===== src/hdl/misc_cfg_pkg.sv =====
// Constants, types and field layout of the system configuration register bank
//==========================================================================
// What this block does
// RULE1 - Crypto memory base is 7 bits, each unit one 1KB page, up to 127KB
// RULE2 - Crypto 2KB window wraps modulo 128KB; base 0x7F splits top and bottom
// RULE3 - Four-bit lamp current trim, bits 9 to 6, drives the driver trim
// RULE4 - Each lamp takes pulse channel or breathing source, passed only when on
// RULE5 - Fine count copy captured at sleep entry and restored at wake-up
// RULE6 - Software touches the copy only while radio sleeps; awake writes are inert
// RULE7 - Output divider bits 14 to 8, zero means one, resets to 0x1
// RULE8 - Loop divider bits 6 to 0, zero means one, resets to 0x6
// RULE9 - Regulator reference hold bit 2: 0 tracks, 1 holds sampled value
// RULE10 - VCO current bit 14: 0 manual setting, 1 calibration result
// RULE11 - Phase detector delay bits 13 to 12, reset code 2 (1.13 ns)
// RULE12 - Precharge released start delay times 48 ns after synth enable
// RULE13 - Synth enable and regulator enable are plain levels, reset to 0
// RULE14 - Reserved bits read zero and ignore writes
package misc_cfg_pkg;

    //==================================================================
    // Register offsets
    localparam logic [31:0] OFF_MEM_BASE = 32'h5000330a;
    localparam logic [31:0] OFF_LAMP = 32'h5000330c;
    localparam logic [31:0] OFF_FINE = 32'h5000330e;
    localparam logic [31:0] OFF_PLL1 = 32'h50003310;
    localparam logic [31:0] OFF_PLL2 = 32'h50003312;
    localparam logic [31:0] OFF_PLL3 = 32'h50003314;

    //==================================================================
    // Field positions
    localparam int TRIM_LSB = 6;
    localparam int ON_LSB = 3;
    localparam int SRC_LSB = 0;
    localparam int RDIV_LSB = 8;
    localparam int HOLD_BIT = 2;
    localparam int LDO_BIT = 1;
    localparam int PLL_EN_BIT = 0;
    localparam int VCO_BIT = 14;
    localparam int PDEL_LSB = 12;
    localparam int NDIV_LSB = 0;
    localparam int RECAL_BIT = 15;
    localparam int SDEL_LSB = 10;
    localparam int PAGE_BITS = 10;

    //==================================================================
    // Reset values
    localparam logic [6:0] RST_BASE = 7'h00;
    localparam logic [9:0] RST_LAMP = 10'h000;
    localparam logic [9:0] RST_FINE = 10'h000;
    localparam logic [6:0] RST_RDIV = 7'h01;
    localparam logic [6:0] RST_NDIV = 7'h06;
    localparam logic [1:0] RST_PDEL = 2'h2;
    localparam logic [4:0] RST_SDEL = 5'h0f;

    //==================================================================
    // Timing
    localparam int CLK_PERIOD_NS = 20;
    localparam int SDEL_LSB_NS = 48;
    localparam logic [10:0] CLK_STEP_NS = 11'(CLK_PERIOD_NS);
    localparam logic [5:0] SDEL_STEP_NS = 6'(SDEL_LSB_NS);

    //==================================================================
    // Types
    typedef enum logic [1:0] {
        PRE_IDLE = 2'b00,
        PRE_WAIT = 2'b01,
        PRE_DONE = 2'b10
    } pre_e;

    typedef struct packed {
        logic [3:0] trim;
        logic [2:0] lamp;
    } lamp_out_s;

    typedef struct packed {
        logic [6:0] out_div;
        logic [6:0] loop_div;
        logic ref_hold;
        logic reg_on;
        logic synth_on;
        logic vco_auto;
        logic [1:0] pd_delay;
        logic recal;
        logic precharge_off;
    } pll_ctrl_s;

    typedef struct packed {
        logic [6:0] base;
        logic [9:0] lamp;
        logic [9:0] fine;
        logic [6:0] rdiv;
        logic hold;
        logic ldo;
        logic pll_en;
        logic vco_auto;
        logic [1:0] pdel;
        logic [6:0] ndiv;
        logic recal;
        logic [4:0] sdel;
        pre_e pre;
        logic [10:0] ns;
        logic [15:0] rdata;
        logic [16:0] maddr;
        logic [2:0] lamps;
        logic [9:0] rest;
        logic load;
    } state_s;

endpackage : misc_cfg_pkg


===== src/hdl/misc_system_config_regs.sv =====
// System configuration register bank: crypto page, lamps, fine count, synth
`timescale 1ns/1ps
module misc_system_config_regs (
    // Clock and reset
    input wire logic mclk_i,
    input wire logic rst_i,
    // Register port
    input wire logic [31:0] addr_i,
    input wire logic [15:0] wdata_i,
    input wire logic wr_i,
    input wire logic rd_i,
    output logic [15:0] rdata_o,
    // Crypto engine window
    input wire logic [10:0] crypto_addr_i,
    output logic [16:0] mem_addr_o,
    // Lamp sources
    input wire logic pulse_channel_a_i,
    input wire logic pulse_channel_b_i,
    input wire logic pulse_channel_c_i,
    input wire logic breath_i,
    output misc_cfg_pkg::lamp_out_s lamp_o,
    // Radio fine counter
    input wire logic [9:0] radio_fine_counter_i,
    input wire logic radio_asleep_i,
    input wire logic sleep_entry_i,
    input wire logic wake_i,
    output logic [9:0] fine_restore_o,
    output logic fine_load_o,
    // Synthesizer controls
    output misc_cfg_pkg::pll_ctrl_s pll_o
);
    import misc_cfg_pkg::*;

    //==================================================================
    // Register selection codes
    localparam logic [2:0] SEL_NONE = 3'h0;
    localparam logic [2:0] SEL_BASE = 3'h1;
    localparam logic [2:0] SEL_LAMP = 3'h2;
    localparam logic [2:0] SEL_FINE = 3'h3;
    localparam logic [2:0] SEL_PLL1 = 3'h4;
    localparam logic [2:0] SEL_PLL2 = 3'h5;
    localparam logic [2:0] SEL_PLL3 = 3'h6;

    // Address decode, shared by the write and read paths
    function automatic logic [2:0] reg_sel(input logic [31:0] a);
        logic [2:0] s;
        s = SEL_NONE;
        case (a)
            OFF_MEM_BASE: s = SEL_BASE;
            OFF_LAMP: s = SEL_LAMP;
            OFF_FINE: s = SEL_FINE;
            OFF_PLL1: s = SEL_PLL1;
            OFF_PLL2: s = SEL_PLL2;
            OFF_PLL3: s = SEL_PLL3;
            default: s = SEL_NONE;
        endcase
        return s;
    endfunction : reg_sel

    // Zero divide codes behave as divide by one
    function automatic logic [6:0] eff_div(input logic [6:0] d);
        return (d == 7'h00) ? 7'h01 : d;
    endfunction : eff_div

    //==================================================================
    // State
    state_s cur_r;
    state_s cur_nxt;
    logic [2:0] wsel;
    logic [2:0] rsel;
    logic [10:0] target_ns;
    logic [2:0] src_pulse;
    logic [2:0] lamp_nxt;
    logic fine_wr_ok;

    assign wsel = wr_i ? reg_sel(addr_i) : SEL_NONE;
    assign rsel = reg_sel(addr_i);

    // Delay target in ns; 31 * 48 fits 11 bits
    assign target_ns = 11'(cur_r.sdel * SDEL_STEP_NS);

    // Awake writes are dropped so software only moves the copy while the radio sleeps
    assign fine_wr_ok = radio_asleep_i && !sleep_entry_i; // see RULE6

    //==================================================================
    // Lamp routing, one slice per lamp
    assign src_pulse = {pulse_channel_c_i, pulse_channel_b_i, pulse_channel_a_i};

    genvar gi;
    generate
        for (gi = 0; gi < 3; gi++) begin : g_lamp
            // Source select picks pulse or breath; enable gates the result
            assign lamp_nxt[gi] = cur_r.lamp[ON_LSB + gi] &&
                (cur_r.lamp[SRC_LSB + gi] ? breath_i : src_pulse[gi]); // see RULE4
        end
    endgenerate

    //==================================================================
    // Next-state logic
    always_comb begin
        cur_nxt = cur_r;
        cur_nxt.load = 1'b0;

        // Register writes; reserved bits are simply not stored
        case (wsel)
            SEL_BASE: begin
                cur_nxt.base = wdata_i[6:0]; // see RULE1
            end
            SEL_LAMP: begin
                cur_nxt.lamp = wdata_i[9:0]; // see RULE14
            end
            SEL_FINE: begin
                if (fine_wr_ok) begin
                    cur_nxt.fine = wdata_i[9:0]; // see RULE6
                end
            end
            SEL_PLL1: begin
                cur_nxt.rdiv = wdata_i[RDIV_LSB +: 7]; // see RULE7
                cur_nxt.hold = wdata_i[HOLD_BIT]; // see RULE9
                cur_nxt.ldo = wdata_i[LDO_BIT]; // see RULE13
                cur_nxt.pll_en = wdata_i[PLL_EN_BIT]; // see RULE13
            end
            SEL_PLL2: begin
                cur_nxt.vco_auto = wdata_i[VCO_BIT]; // see RULE10
                cur_nxt.pdel = wdata_i[PDEL_LSB +: 2]; // see RULE11
                cur_nxt.ndiv = wdata_i[NDIV_LSB +: 7]; // see RULE8
            end
            SEL_PLL3: begin
                cur_nxt.recal = wdata_i[RECAL_BIT];
                cur_nxt.sdel = wdata_i[SDEL_LSB +: 5];
            end
            default: begin
                cur_nxt.load = 1'b0;
            end
        endcase

        // Hardware capture beats a software write in the same cycle
        if (sleep_entry_i) begin
            cur_nxt.fine = radio_fine_counter_i; // see RULE5
        end

        // Wake-up hands the saved value back as a one-cycle load
        cur_nxt.rest = cur_r.fine;
        cur_nxt.load = wake_i; // see RULE5

        // Read data, valid the cycle after the strobe only
        cur_nxt.rdata = 16'h0000;
        if (rd_i) begin
            case (rsel)
                SEL_BASE: cur_nxt.rdata = {9'h000, cur_r.base};
                SEL_LAMP: cur_nxt.rdata = {6'h00, cur_r.lamp};
                SEL_FINE: cur_nxt.rdata = {6'h00, cur_r.fine};
                SEL_PLL1: cur_nxt.rdata = {1'b0, cur_r.rdiv, 5'h00,
                    cur_r.hold, cur_r.ldo, cur_r.pll_en}; // see RULE14
                SEL_PLL2: cur_nxt.rdata = {1'b0, cur_r.vco_auto, cur_r.pdel,
                    5'h00, cur_r.ndiv};
                SEL_PLL3: cur_nxt.rdata = {cur_r.recal, cur_r.sdel, 10'h000};
                default: cur_nxt.rdata = 16'h0000;
            endcase
        end

        // Crypto window: page offset plus local address, wrapped at 128KB
        cur_nxt.maddr = 17'({cur_r.base, {PAGE_BITS{1'b0}}} +
            {6'h00, crypto_addr_i}); // see RULE2

        cur_nxt.lamps = lamp_nxt;

        // Precharge release timer, counted in ns so the delay rounds up
        case (cur_r.pre)
            PRE_IDLE: begin
                cur_nxt.ns = 11'h000;
                if (cur_r.pll_en) begin
                    cur_nxt.pre = PRE_WAIT;
                end
            end
            PRE_WAIT: begin
                if (!cur_r.pll_en) begin
                    cur_nxt.pre = PRE_IDLE;
                end else if (cur_r.ns >= target_ns) begin
                    cur_nxt.pre = PRE_DONE; // see RULE12
                end else begin
                    cur_nxt.ns = cur_r.ns + CLK_STEP_NS;
                end
            end
            PRE_DONE: begin
                if (!cur_r.pll_en) begin
                    cur_nxt.pre = PRE_IDLE;
                end
            end
            default: begin
                cur_nxt.pre = PRE_IDLE;
            end
        endcase
    end

    //==================================================================
    // State register
    always_ff @(posedge mclk_i) begin
        if (rst_i) begin
            cur_r <= '0;
            cur_r.base <= RST_BASE;
            cur_r.lamp <= RST_LAMP;
            cur_r.fine <= RST_FINE;
            cur_r.rdiv <= RST_RDIV; // see RULE7
            cur_r.ndiv <= RST_NDIV; // see RULE8
            cur_r.pdel <= RST_PDEL; // see RULE11
            cur_r.sdel <= RST_SDEL;
            cur_r.pre <= PRE_IDLE;
        end else begin
            cur_r <= cur_nxt;
        end
    end

    //==================================================================
    // Outputs, all from the state register
    assign rdata_o = cur_r.rdata;
    assign mem_addr_o = cur_r.maddr;
    assign lamp_o.trim = cur_r.lamp[TRIM_LSB +: 4]; // see RULE3
    assign lamp_o.lamp = cur_r.lamps;
    assign fine_restore_o = cur_r.rest;
    assign fine_load_o = cur_r.load;

    // Divider codes go out already resolved, zero becoming one
    assign pll_o.out_div = eff_div(cur_r.rdiv); // see RULE7
    assign pll_o.loop_div = eff_div(cur_r.ndiv); // see RULE8
    assign pll_o.ref_hold = cur_r.hold; // see RULE9
    assign pll_o.reg_on = cur_r.ldo; // see RULE13
    assign pll_o.synth_on = cur_r.pll_en; // see RULE13
    assign pll_o.vco_auto = cur_r.vco_auto; // see RULE10
    assign pll_o.pd_delay = cur_r.pdel; // see RULE11
    assign pll_o.recal = cur_r.recal;
    assign pll_o.precharge_off = (cur_r.pre == PRE_DONE); // see RULE12
endmodule : misc_system_config_regs


===== config.mk =====
export PLATFORM = sky130hd
export DESIGN_NAME = misc_system_config_regs
export DESIGN_NICKNAME = d
export VERILOG_FILES = /design/src/hdl/misc_cfg_pkg.sv /design/src/hdl/misc_system_config_regs.sv
export SDC_FILE = /design/constraint.sdc
export NUM_CORES = 1
export LEC_CHECK = 0
export ABC_AREA = 1
export BUFFER_PORTS_ARGS = -buffer_cell sky130_fd_sc_hd__buf_2
export CAP_MARGIN = 30
export CORE_MARGIN = 10
export CORE_UTILIZATION = 40
export CTS_CLUSTER_DIAMETER = 30
export DETAILED_ROUTE_END_ITERATION = 10
export GPL_TIMING_DRIVEN = 1
export PLACE_DENSITY = 0.67
export REMOVE_ABC_BUFFERS = 1
export SYNTH_ARGS = -nofsm -noshare
export SYNTH_HDL_FRONTEND = slang
export SYNTH_SLANG_ARGS = --single-unit

===== constraint.sdc =====
create_clock -name mclk_i -period 2.7 [get_ports mclk_i]
set_input_delay 0.27 -clock mclk_i [delete_from_list [all_inputs] [get_ports mclk_i]]
set_output_delay 0.27 -clock mclk_i [all_outputs]
set_load 0.05 [all_outputs]

==> summary.md, run 1 <==
| Metric | Value |
|---|---|
| Data required, critical path | 2.96 ns |
| Final min period | 2.481 ns |
| Worst path arrival time | 2.74 ns |
| Number of buffers inserted by port buffering | 152 |
| Layout cell share with drive strength beyond 1 | 23.71% |
| # rows | 44 |
| Final WL | 16.96 mm |
| Total GRT Usage | 16.49% |
| Chip width | 143.3 um |
| Crit path launch type | flop |
| WL per Instance | 14.69 um |
| # nets final | 1062 |
| Initial Util | 41.34% |
| Max_cap viols | 0 |
| First-pass GRT wire length | 26.98 mm |
| Mean post-synth cell area | 6.906 um2 |
| Logic pwr share | 8.6% |
| Switching Share | 26.58% |
| CTS H-Tree Depth | 3 |
| Via Count | 5500 |
| EDFF count, synth | 0 |
| Net Sw Power | 0.8798 mW |
| Gate Count Post-Synth | 880 |
| Post-DRT Antenna Nets | 0 |
| Area of the multi-input gates | 0.002773 mm2 |
| #FFs+latches synth | 111 |
| # IOs | 153 |
| FF-to-FF Start | cur_r[60]$_SDFFE_PP1N_ |
| Worst setup path startpoint | cur_r[60]$_SDFFE_PP1N_ |
| Clk sinks | 111 |
| Clk_lat worst skew | 0.36 ns |
| Synth Warn # | 0 |
| DRC Markers | 0 |
| Worst-path clk slew | 0.08 ns |
| CTS Buffer Depth | 2 |
| Leakage | 3.545 nW |
| Vias per cell | 4.766 |
| Finished layout cell area | 0.006880 mm2 |
| Pin count of the biggest net entering global routing | 32 |
| Synth unique cells | 41 |
| TritonCTS clock tree | built |
| P_int | 2.430 mW |
| Flop pwr share | 50.6% |
| Initial antenna violation count | 1 |
| Async SR Flop Fraction | 0% |
| Clock root cell | clkbuf_16 |
| Ant diodes | 0 |
| Cell Area, Placed | 0.006573 mm2 |
| Worst vdd ir | 0.3064 mV |
| GPL Wtd Cong | 0.8551 |
| Top FF cell, synth | dfxtp_1 |
| CTS Buf Count | 9 |
| Most frequent cells in the layout | 160 x nand2_1, 152 x buf_2, 136 x nor2_1 |
| Final hold viol count | 0 |
| # setup viols final | 0 |
| DR pass1 iterations | 5 |
| DR iter-0 viols | 269 |
| CP Max Fanout | 7 |
| Chip height | 143.3 um |
| Tcrit/Tclk final | 91.89% |
| Sequential Area | 0.002225 mm2 |
| # fillers | 1527 |
| TNS Setup | 0 ns |
| Hold Crit Class | input pin to flop |
| Type of destination of the critical path | flop |
| Die area | 0.02052 mm2 |
| Area delta synth->final | 13.22% |
| Skew final | 0.01010 ns |
| Mapped Area | 0.006077 mm2 |
| Actual slew at the worst max-slew pin | 0.6143 ns |
| Slew Viols, Final | 0 |
| Slew headroom | 58.79% |
| Commonest non-fill, non-tap cell in the layout | nand2_1 |
| Post-CTS Hold Buffers | 0 |
| P per Cell Area | 481.1 mW/mm2 |
| F_max | 403.1 MHz |
| Clk pwr share | 40.8% |
| Hold_sp | crypto_addr_i[7] |
| Total core area | 0.01470 mm2 |
| Seq/Total Area, Yosys | 36.57% |
| Final HPWL DP | 13.27 mm |
| Vias in the first global route | 5312 |
| RSZ-0062 raised after global routing | false |
| Worst Setup Path Type | flop to flop |
| Grt ovf | 0 |
| Status | complete, no violations |
[registers in the layout, summed over array words and instances (netlist names)]
| register | cells |
|---|---|
| mem_addr_o | 17 |
| cur_r | 43 |
| rdata_o | 16 |
| lamp_o | 7 |
| fine_restore_o | 10 |
| fine_load_o | 1 |
| cur_nxt | 10 |
| pll_o | 7 |
[path summary, 6_finish.rpt]
kind / cells past startpoint / end / slack [ns]
max: 15 / cur_r[52]$_SDFFE_PP0P_ / 0.22
min: 3 / mem_addr_o[7]$_SDFF_PP0_ / 0.11
max reg2reg: 15 / cur_r[52]$_SDFFE_PP0P_ / 0.22
min reg2reg: 2 / fine_restore_o[4]$_SDFF_PP0_ / 0.45
[cells in the mapped netlist (4+ instances only)]
library cell | instances | area share, %
o21ai_0 | 36 | 3.0
inv_1 | 124 | 7.7
nor2_1 | 136 | 8.4
nor2_4 | 4 | 0.74
nand2_1 | 160 | 9.9
o21ai_1 | 5 | 0.41
buf_4 | 58 | 7.2
nor2_2 | 13 | 1.3
nand3_2 | 5 | 0.82
dfxtp_1 | 111 | 37
inv_2 | 8 | 0.49
nand2_2 | 8 | 0.82
xor2_1 | 6 | 0.86
nand4_1 | 20 | 2.1
nand3_1 | 41 | 3.4
nor3_1 | 16 | 1.3
ha_1 | 16 | 3.3
a21oi_1 | 46 | 3.8
o22ai_1 | 7 | 0.72
clkbuf_1 | 22 | 1.4
[per-stage QoR]
step	util (%)	hold slack, ns	std cells	total power [mW]	setup WS (ns)
6_report	46.81	0.1127	1154	3.310	0.2190
5_1_grt	46.81	0.1050	1154	3.435	0.003920
4_1_cts	46.76	0.1029	1154	3.360	0.1177
3_5_place_dp	44.71	0.4324	1138	2.001	0.1259
3_3_place_gp	44.71	0.4333	1138	1.997	0.1623
2_1_floorplan	-	0.3391	791	1.864	0.06657
[power by group through the flow]
stage	combinational, mW	sequential, mW	clock [mW]
after global placement	0.285	1.71	0
after CTS	0.288	1.67	1.40
after global routing	0.316	1.68	1.44
final	0.286	1.67	1.35
after floorplan	0.0912	1.77	0
after detailed placement	0.287	1.71	0
[worst max-delay path, stage by stage (launching register included)]
cell and delay, ns:
dfxtp_2 0.34, ha_2 0.19, fa_2 0.35, a21oi_1 0.14
nor2_1 0.05, nor2_1 0.10, xor2_1 0.16, ha_1 0.25
and3_1 0.15, nand3b_1 0.10, nand4_1 0.12, nand2_1 0.10
buf_4 0.15, nand3_1 0.07, nand2_1 0.07, nor2_1 0.03
[routing by layer]
layer / vias to the layer above / GRT usage, % / share of wire [%]
met2: 149 / 28.42 / 49
li1: 2866 / - / -
met3: 13 / 4.975 / 7.4
met1: 2470 / 19.63 / 43
met4: 2 / 3.976 / 0.78
met5: - / 0 / 0.029
[final cells by class]
class,instances,area share (%)
inverter,135,7.401
sequential,111,32.33
clock inverter,6,0.8911
clock buffer,10,3.473
multi-input combinational,545,40.30
timing repair buffer,163,12.26
tap,184,3.346
[cell families after synthesis]
family / after synthesis / share of synthesized area [%]
DFF: 111 / 36.57
adders and majority gates: 17 / 3.624
and+or+nand+nor: 415 / 31.11
AOI/OAI and AO/OA: 105 / 9.656
buffers and inverters: 224 / 17.89
xor gates and xnor gates: 8 / 1.153
[repair_timing]
| item | 4_1_cts | 5_1_grt |
|---|---|---|
| gates resized for setup | 0 | 4 |
| endpoints found under the hold margin | 0 | 0 |
| buffers inserted | 0 | 0 |
| endpoints found under the setup margin | 0 | 9 |
Note: power is estimated with default switching activity, not from simulation.
==> inputs of run 2 (changes only) <==
--- a/config.mk
+++ b/config.mk
@@ -5,7 +5,7 @@
 export SDC_FILE = /design/constraint.sdc
 export NUM_CORES = 1
 export LEC_CHECK = 0
-export ABC_AREA = 1
+export ABC_AREA = 0
 export BUFFER_PORTS_ARGS = -buffer_cell sky130_fd_sc_hd__buf_2
 export CAP_MARGIN = 30
 export CORE_MARGIN = 10
@@ -13,7 +13,7 @@
 export CTS_CLUSTER_DIAMETER = 30
 export DETAILED_ROUTE_END_ITERATION = 10
 export GPL_TIMING_DRIVEN = 1
-export PLACE_DENSITY = 0.67
+export PLACE_DENSITY = 0.68
 export REMOVE_ABC_BUFFERS = 1
 export SYNTH_ARGS = -nofsm -noshare
 export SYNTH_HDL_FRONTEND = slang
==> run 2 against run 1 <==
  * Final cell count fell by 26%
  * Total power is 1.4% lower
  * Critical path depth down 5
  * Sequential cell count unchanged
  * Setup slack worse by 0.18 ns
  * Sequential share of layout area rose by 2.4 points
  * Clock power decreased by 3%
  * Via count shrank 20%
  * Cell area down 6.7%
  * Utilization grew 1.3 points
  * Clock-buffer cell count stayed put
  * Critical endpoint is now cur_r[57]$_SDFFE_PP0P_
  * Largest cell class unchanged
==> summary.md, run 2 <==
| Metric | Value |
|---|---|
| Post-CTS Hold Buffers | 0 |
| Cells along the critical path | ha_4, fa_2, inv_1, ha_4, a2111oi_4, o21ai_1, a21o_1, buf_4, or3_1, a21oi_1 |
| EDFF count, synth | 0 |
| Actual slew at the worst max-slew pin | 0.8575 ns |
| Worst vdd ir | 0.2725 mV |
| CP Max Fanout | 5 |
| Flop pwr share | 51.2% |
| Clk_lat worst skew | 0.36 ns |
| Total core area | 0.01335 mm2 |
| Initial antenna violation count | 0 |
| Inst Count DP | 835 |
| Tcrit/Tclk final | 98.70% |
| Worst-path clk slew | 0.08 ns |
| Status | complete, no violations |
| #FFs+latches synth | 111 |
| Top post-synthesis cells by area | dfxtp_1 41%, buf_4 8.2%, mux2i_1 7.7% |
| TNS Setup | 0 ns |
| Number of buffers inserted by port buffering | 152 |
| Post-synth top area share | 40.59% |
| Chip height | 137.0 um |
| Most frequent cells in the layout | 152 x buf_2, 109 x dfxtp_1, 70 x nor2_1 |
| Final hold viol count | 0 |
| Seq/Total Area, Yosys | 40.59% |
| Mean post-synth cell area | 9.389 um2 |
| CTS H-Tree Depth | 3 |
| Final HPWL DP | 11.60 mm |
| Pin count of the biggest net entering global routing | 72 |
| Worst Setup Path Type | flop to flop |
| Met3 wire len | 1.283 mm |
| Grt ovf | 0 |
| Largest register FFs | 43 |
| Area delta synth->final | 17.21% |
| Synth unique cells | 54 |
| First-pass GRT wire length | 23.59 mm |
| Async SR Flop Fraction | 0% |
| Crit path launch type | flop |
| Layout cell share with drive strength beyond 1 | 35.16% |
| Via Count | 4374 |
| # IOs | 153 |
| Mapped Area | 0.005474 mm2 |
| P per Cell Area | 508.5 mW/mm2 |
| Synth Warn # | 0 |
| WL per Instance | 17.84 um |
| Most numerous cell in the Yosys netlist | dfxtp_1 |
| Synth area leader | dfxtp_1 |
| Top FF cell, synth | dfxtp_1 |
| Metal2 WL | 7.408 mm |
| Hold Crit Class | input pin to flop |
| Skew final | 0.01202 ns |
| Clk pwr share | 40.0% |
| Vias in the first global route | 4539 |
| CTS Buf Count | 9 |
| Final WL | 15.21 mm |
| Gate Count Post-Synth | 583 |
| Net Sw Power | 0.8340 mW |
| # nets final | 769 |
| TritonCTS clock tree | built |
| Switching Share | 25.56% |
| Type of destination of the critical path | flop |
| Total GRT Usage | 15.99% |
| CP top delay family | adder cells |
| Slew Viols, Final | 0 |
| Most frequent cells after synthesis | 111 x dfxtp_1, 71 x nor2_1, 60 x buf_4, 42 x mux2i_1, 40 x nor2b_1 |
| Max layer used | met4 |
| Crit path largest cell delay | 0.52 ns |
| Logic pwr share | 8.7% |
| Leakage | 2.691 nW |
| DR iter-0 viols | 273 |
| CP dominant cell by count | ha_4 |
| Final std cells w/o fill | 853 |
| Chip width | 137.0 um |
| Initial Util | 41.01% |
| Ant diodes | 0 |
| Slowest CP cell | fa_2 |
| Slew headroom | 42.83% |
| # setup viols final | 0 |
| F_max | 375.2 MHz |
| Largest register by flop count | cur_r |
| Commonest non-fill, non-tap cell in the layout | buf_2 |
| Post-DRT Antenna Nets | 0 |
| DRC Markers | 0 |
| Clock root cell | clkbuf_16 |
| RSZ-0062 raised after global routing | true |
| Worst path arrival time | 2.94 ns |
| Final min period | 2.665 ns |
| GPL Wtd Cong | 0.8496 |
| Wire length on met1 | 6.281 mm |
| Die area | 0.01876 mm2 |
| # rows | 42 |
| CTS Buffer Depth | 2 |
| Data required, critical path | 2.98 ns |
| DR pass1 iterations | 4 |
| CP Buf/Inv Count | 2 |
| P_int | 2.429 mW |
| Vias per cell | 5.128 |
| Clk sinks | 111 |
| Max_cap viols | 0 |
-- run 2: cell types whose count changed after synthesis, sizes merged, moves of 33 or more --
| cell | change |
|---|---|
| nand2 | -133 |
| inv | -124 |
| nor2 | -84 |
| mux2i | +42 |
| nor2b | +40 |
| nand3 | -37 |
| o21ai | -33 |
-- run 2: metal layers --
layer / vias up / GRT usage (%)
li1: 2119 / -
met1: 2100 / 18.88
met2: 141 / 26.84
met3: 14 / 4.216
met4: 0 / 6.674
met5: - / 0
-- run 2: area by class of cell --
class,count,area (um2)
clock buffers,10,239.0
clock inverters,6,48.80
fillers,1304,6932
inverters,9,33.78
multi-input cells,367,2718
flip-flops and latches,111,2227
well taps,176,220.2
repair buffers,174,929.6
-- run 2: final timing paths --
check                                            start  slack (ns)  cells past startpoint                        to
worst max register to register  cur_r[61]$_SDFFE_PP1N_        0.04                     10    cur_r[57]$_SDFFE_PP0P_
worst min-delay path                  crypto_addr_i[5]        0.11                      2  mem_addr_o[5]$_SDFF_PP0_
worst max-delay path            cur_r[61]$_SDFFE_PP1N_        0.04                     10    cur_r[57]$_SDFFE_PP0P_
worst min register to register   pll_o[1]$_SDFFE_PP0N_        0.45                      2    rdata_o[15]$_SDFF_PP0_
-- run 2: worst reg2reg max path: cells and delay by family, from the launching register on --
kind,cells,cell delay (ns)
flip-flops,1,0.38
AO/OA/AOI/OAI,4,0.74
buffers and inverters,2,0.21
AND/OR/NAND/NOR,1,0.35
adder cells (fa/ha/maj),3,0.91
-- run 2: cells by family (layout without fill, tap and decap cells) --
logic type	after synthesis	in the layout	share of synthesized area [%]
flip-flops	111	111	40.59
buffers and inverters	105	199	11.68
XOR/XNOR	9	9	1.440
adder cells (fa/ha/maj)	17	17	4.023
AO/OA/AOI/OAI	72	72	10.83
multiplexers	48	48	8.914
AND/OR/NAND/NOR	221	221	22.51
-- run 2: timing repair --
action	in CTS	in global routing
endpoints found under the setup margin	7	7
hold endpoints to repair	0	0
buffers inserted	2	0
resized for setup	13	8
pin swaps	6	5
-- run 2: power by group through the flow --
stage / Sequential, mW / Clock, mW / Combinational (mW)
after detailed placement: 1.71 / 0 / 0.286
after floorplan: 1.77 / 0 / 0.0821
after CTS: 1.67 / 1.35 / 0.287
after global placement: 1.71 / 0 / 0.282
after global routing: 1.68 / 1.42 / 0.308
final: 1.67 / 1.31 / 0.285
-- run 2: per-stage QoR --
stage / hold slack, ns / power [mW] / area (um2) / setup slack, ns / utilization, %
after global routing: 0.1102 / 3.400 / 6416 / -0.08382 / 48.07
after CTS: 0.1032 / 3.306 / 6391 / 0.01047 / 47.88
final: 0.1119 / 3.263 / 6416 / 0.03510 / 48.07
after detailed placement: 0.4449 / 1.998 / 6010 / -0.1655 / 45.02
after global placement: 0.4304 / 1.993 / 6010 / -0.09686 / 45.02
after floorplan: 0.3343 / 1.851 / 4868 / -0.07238 / -
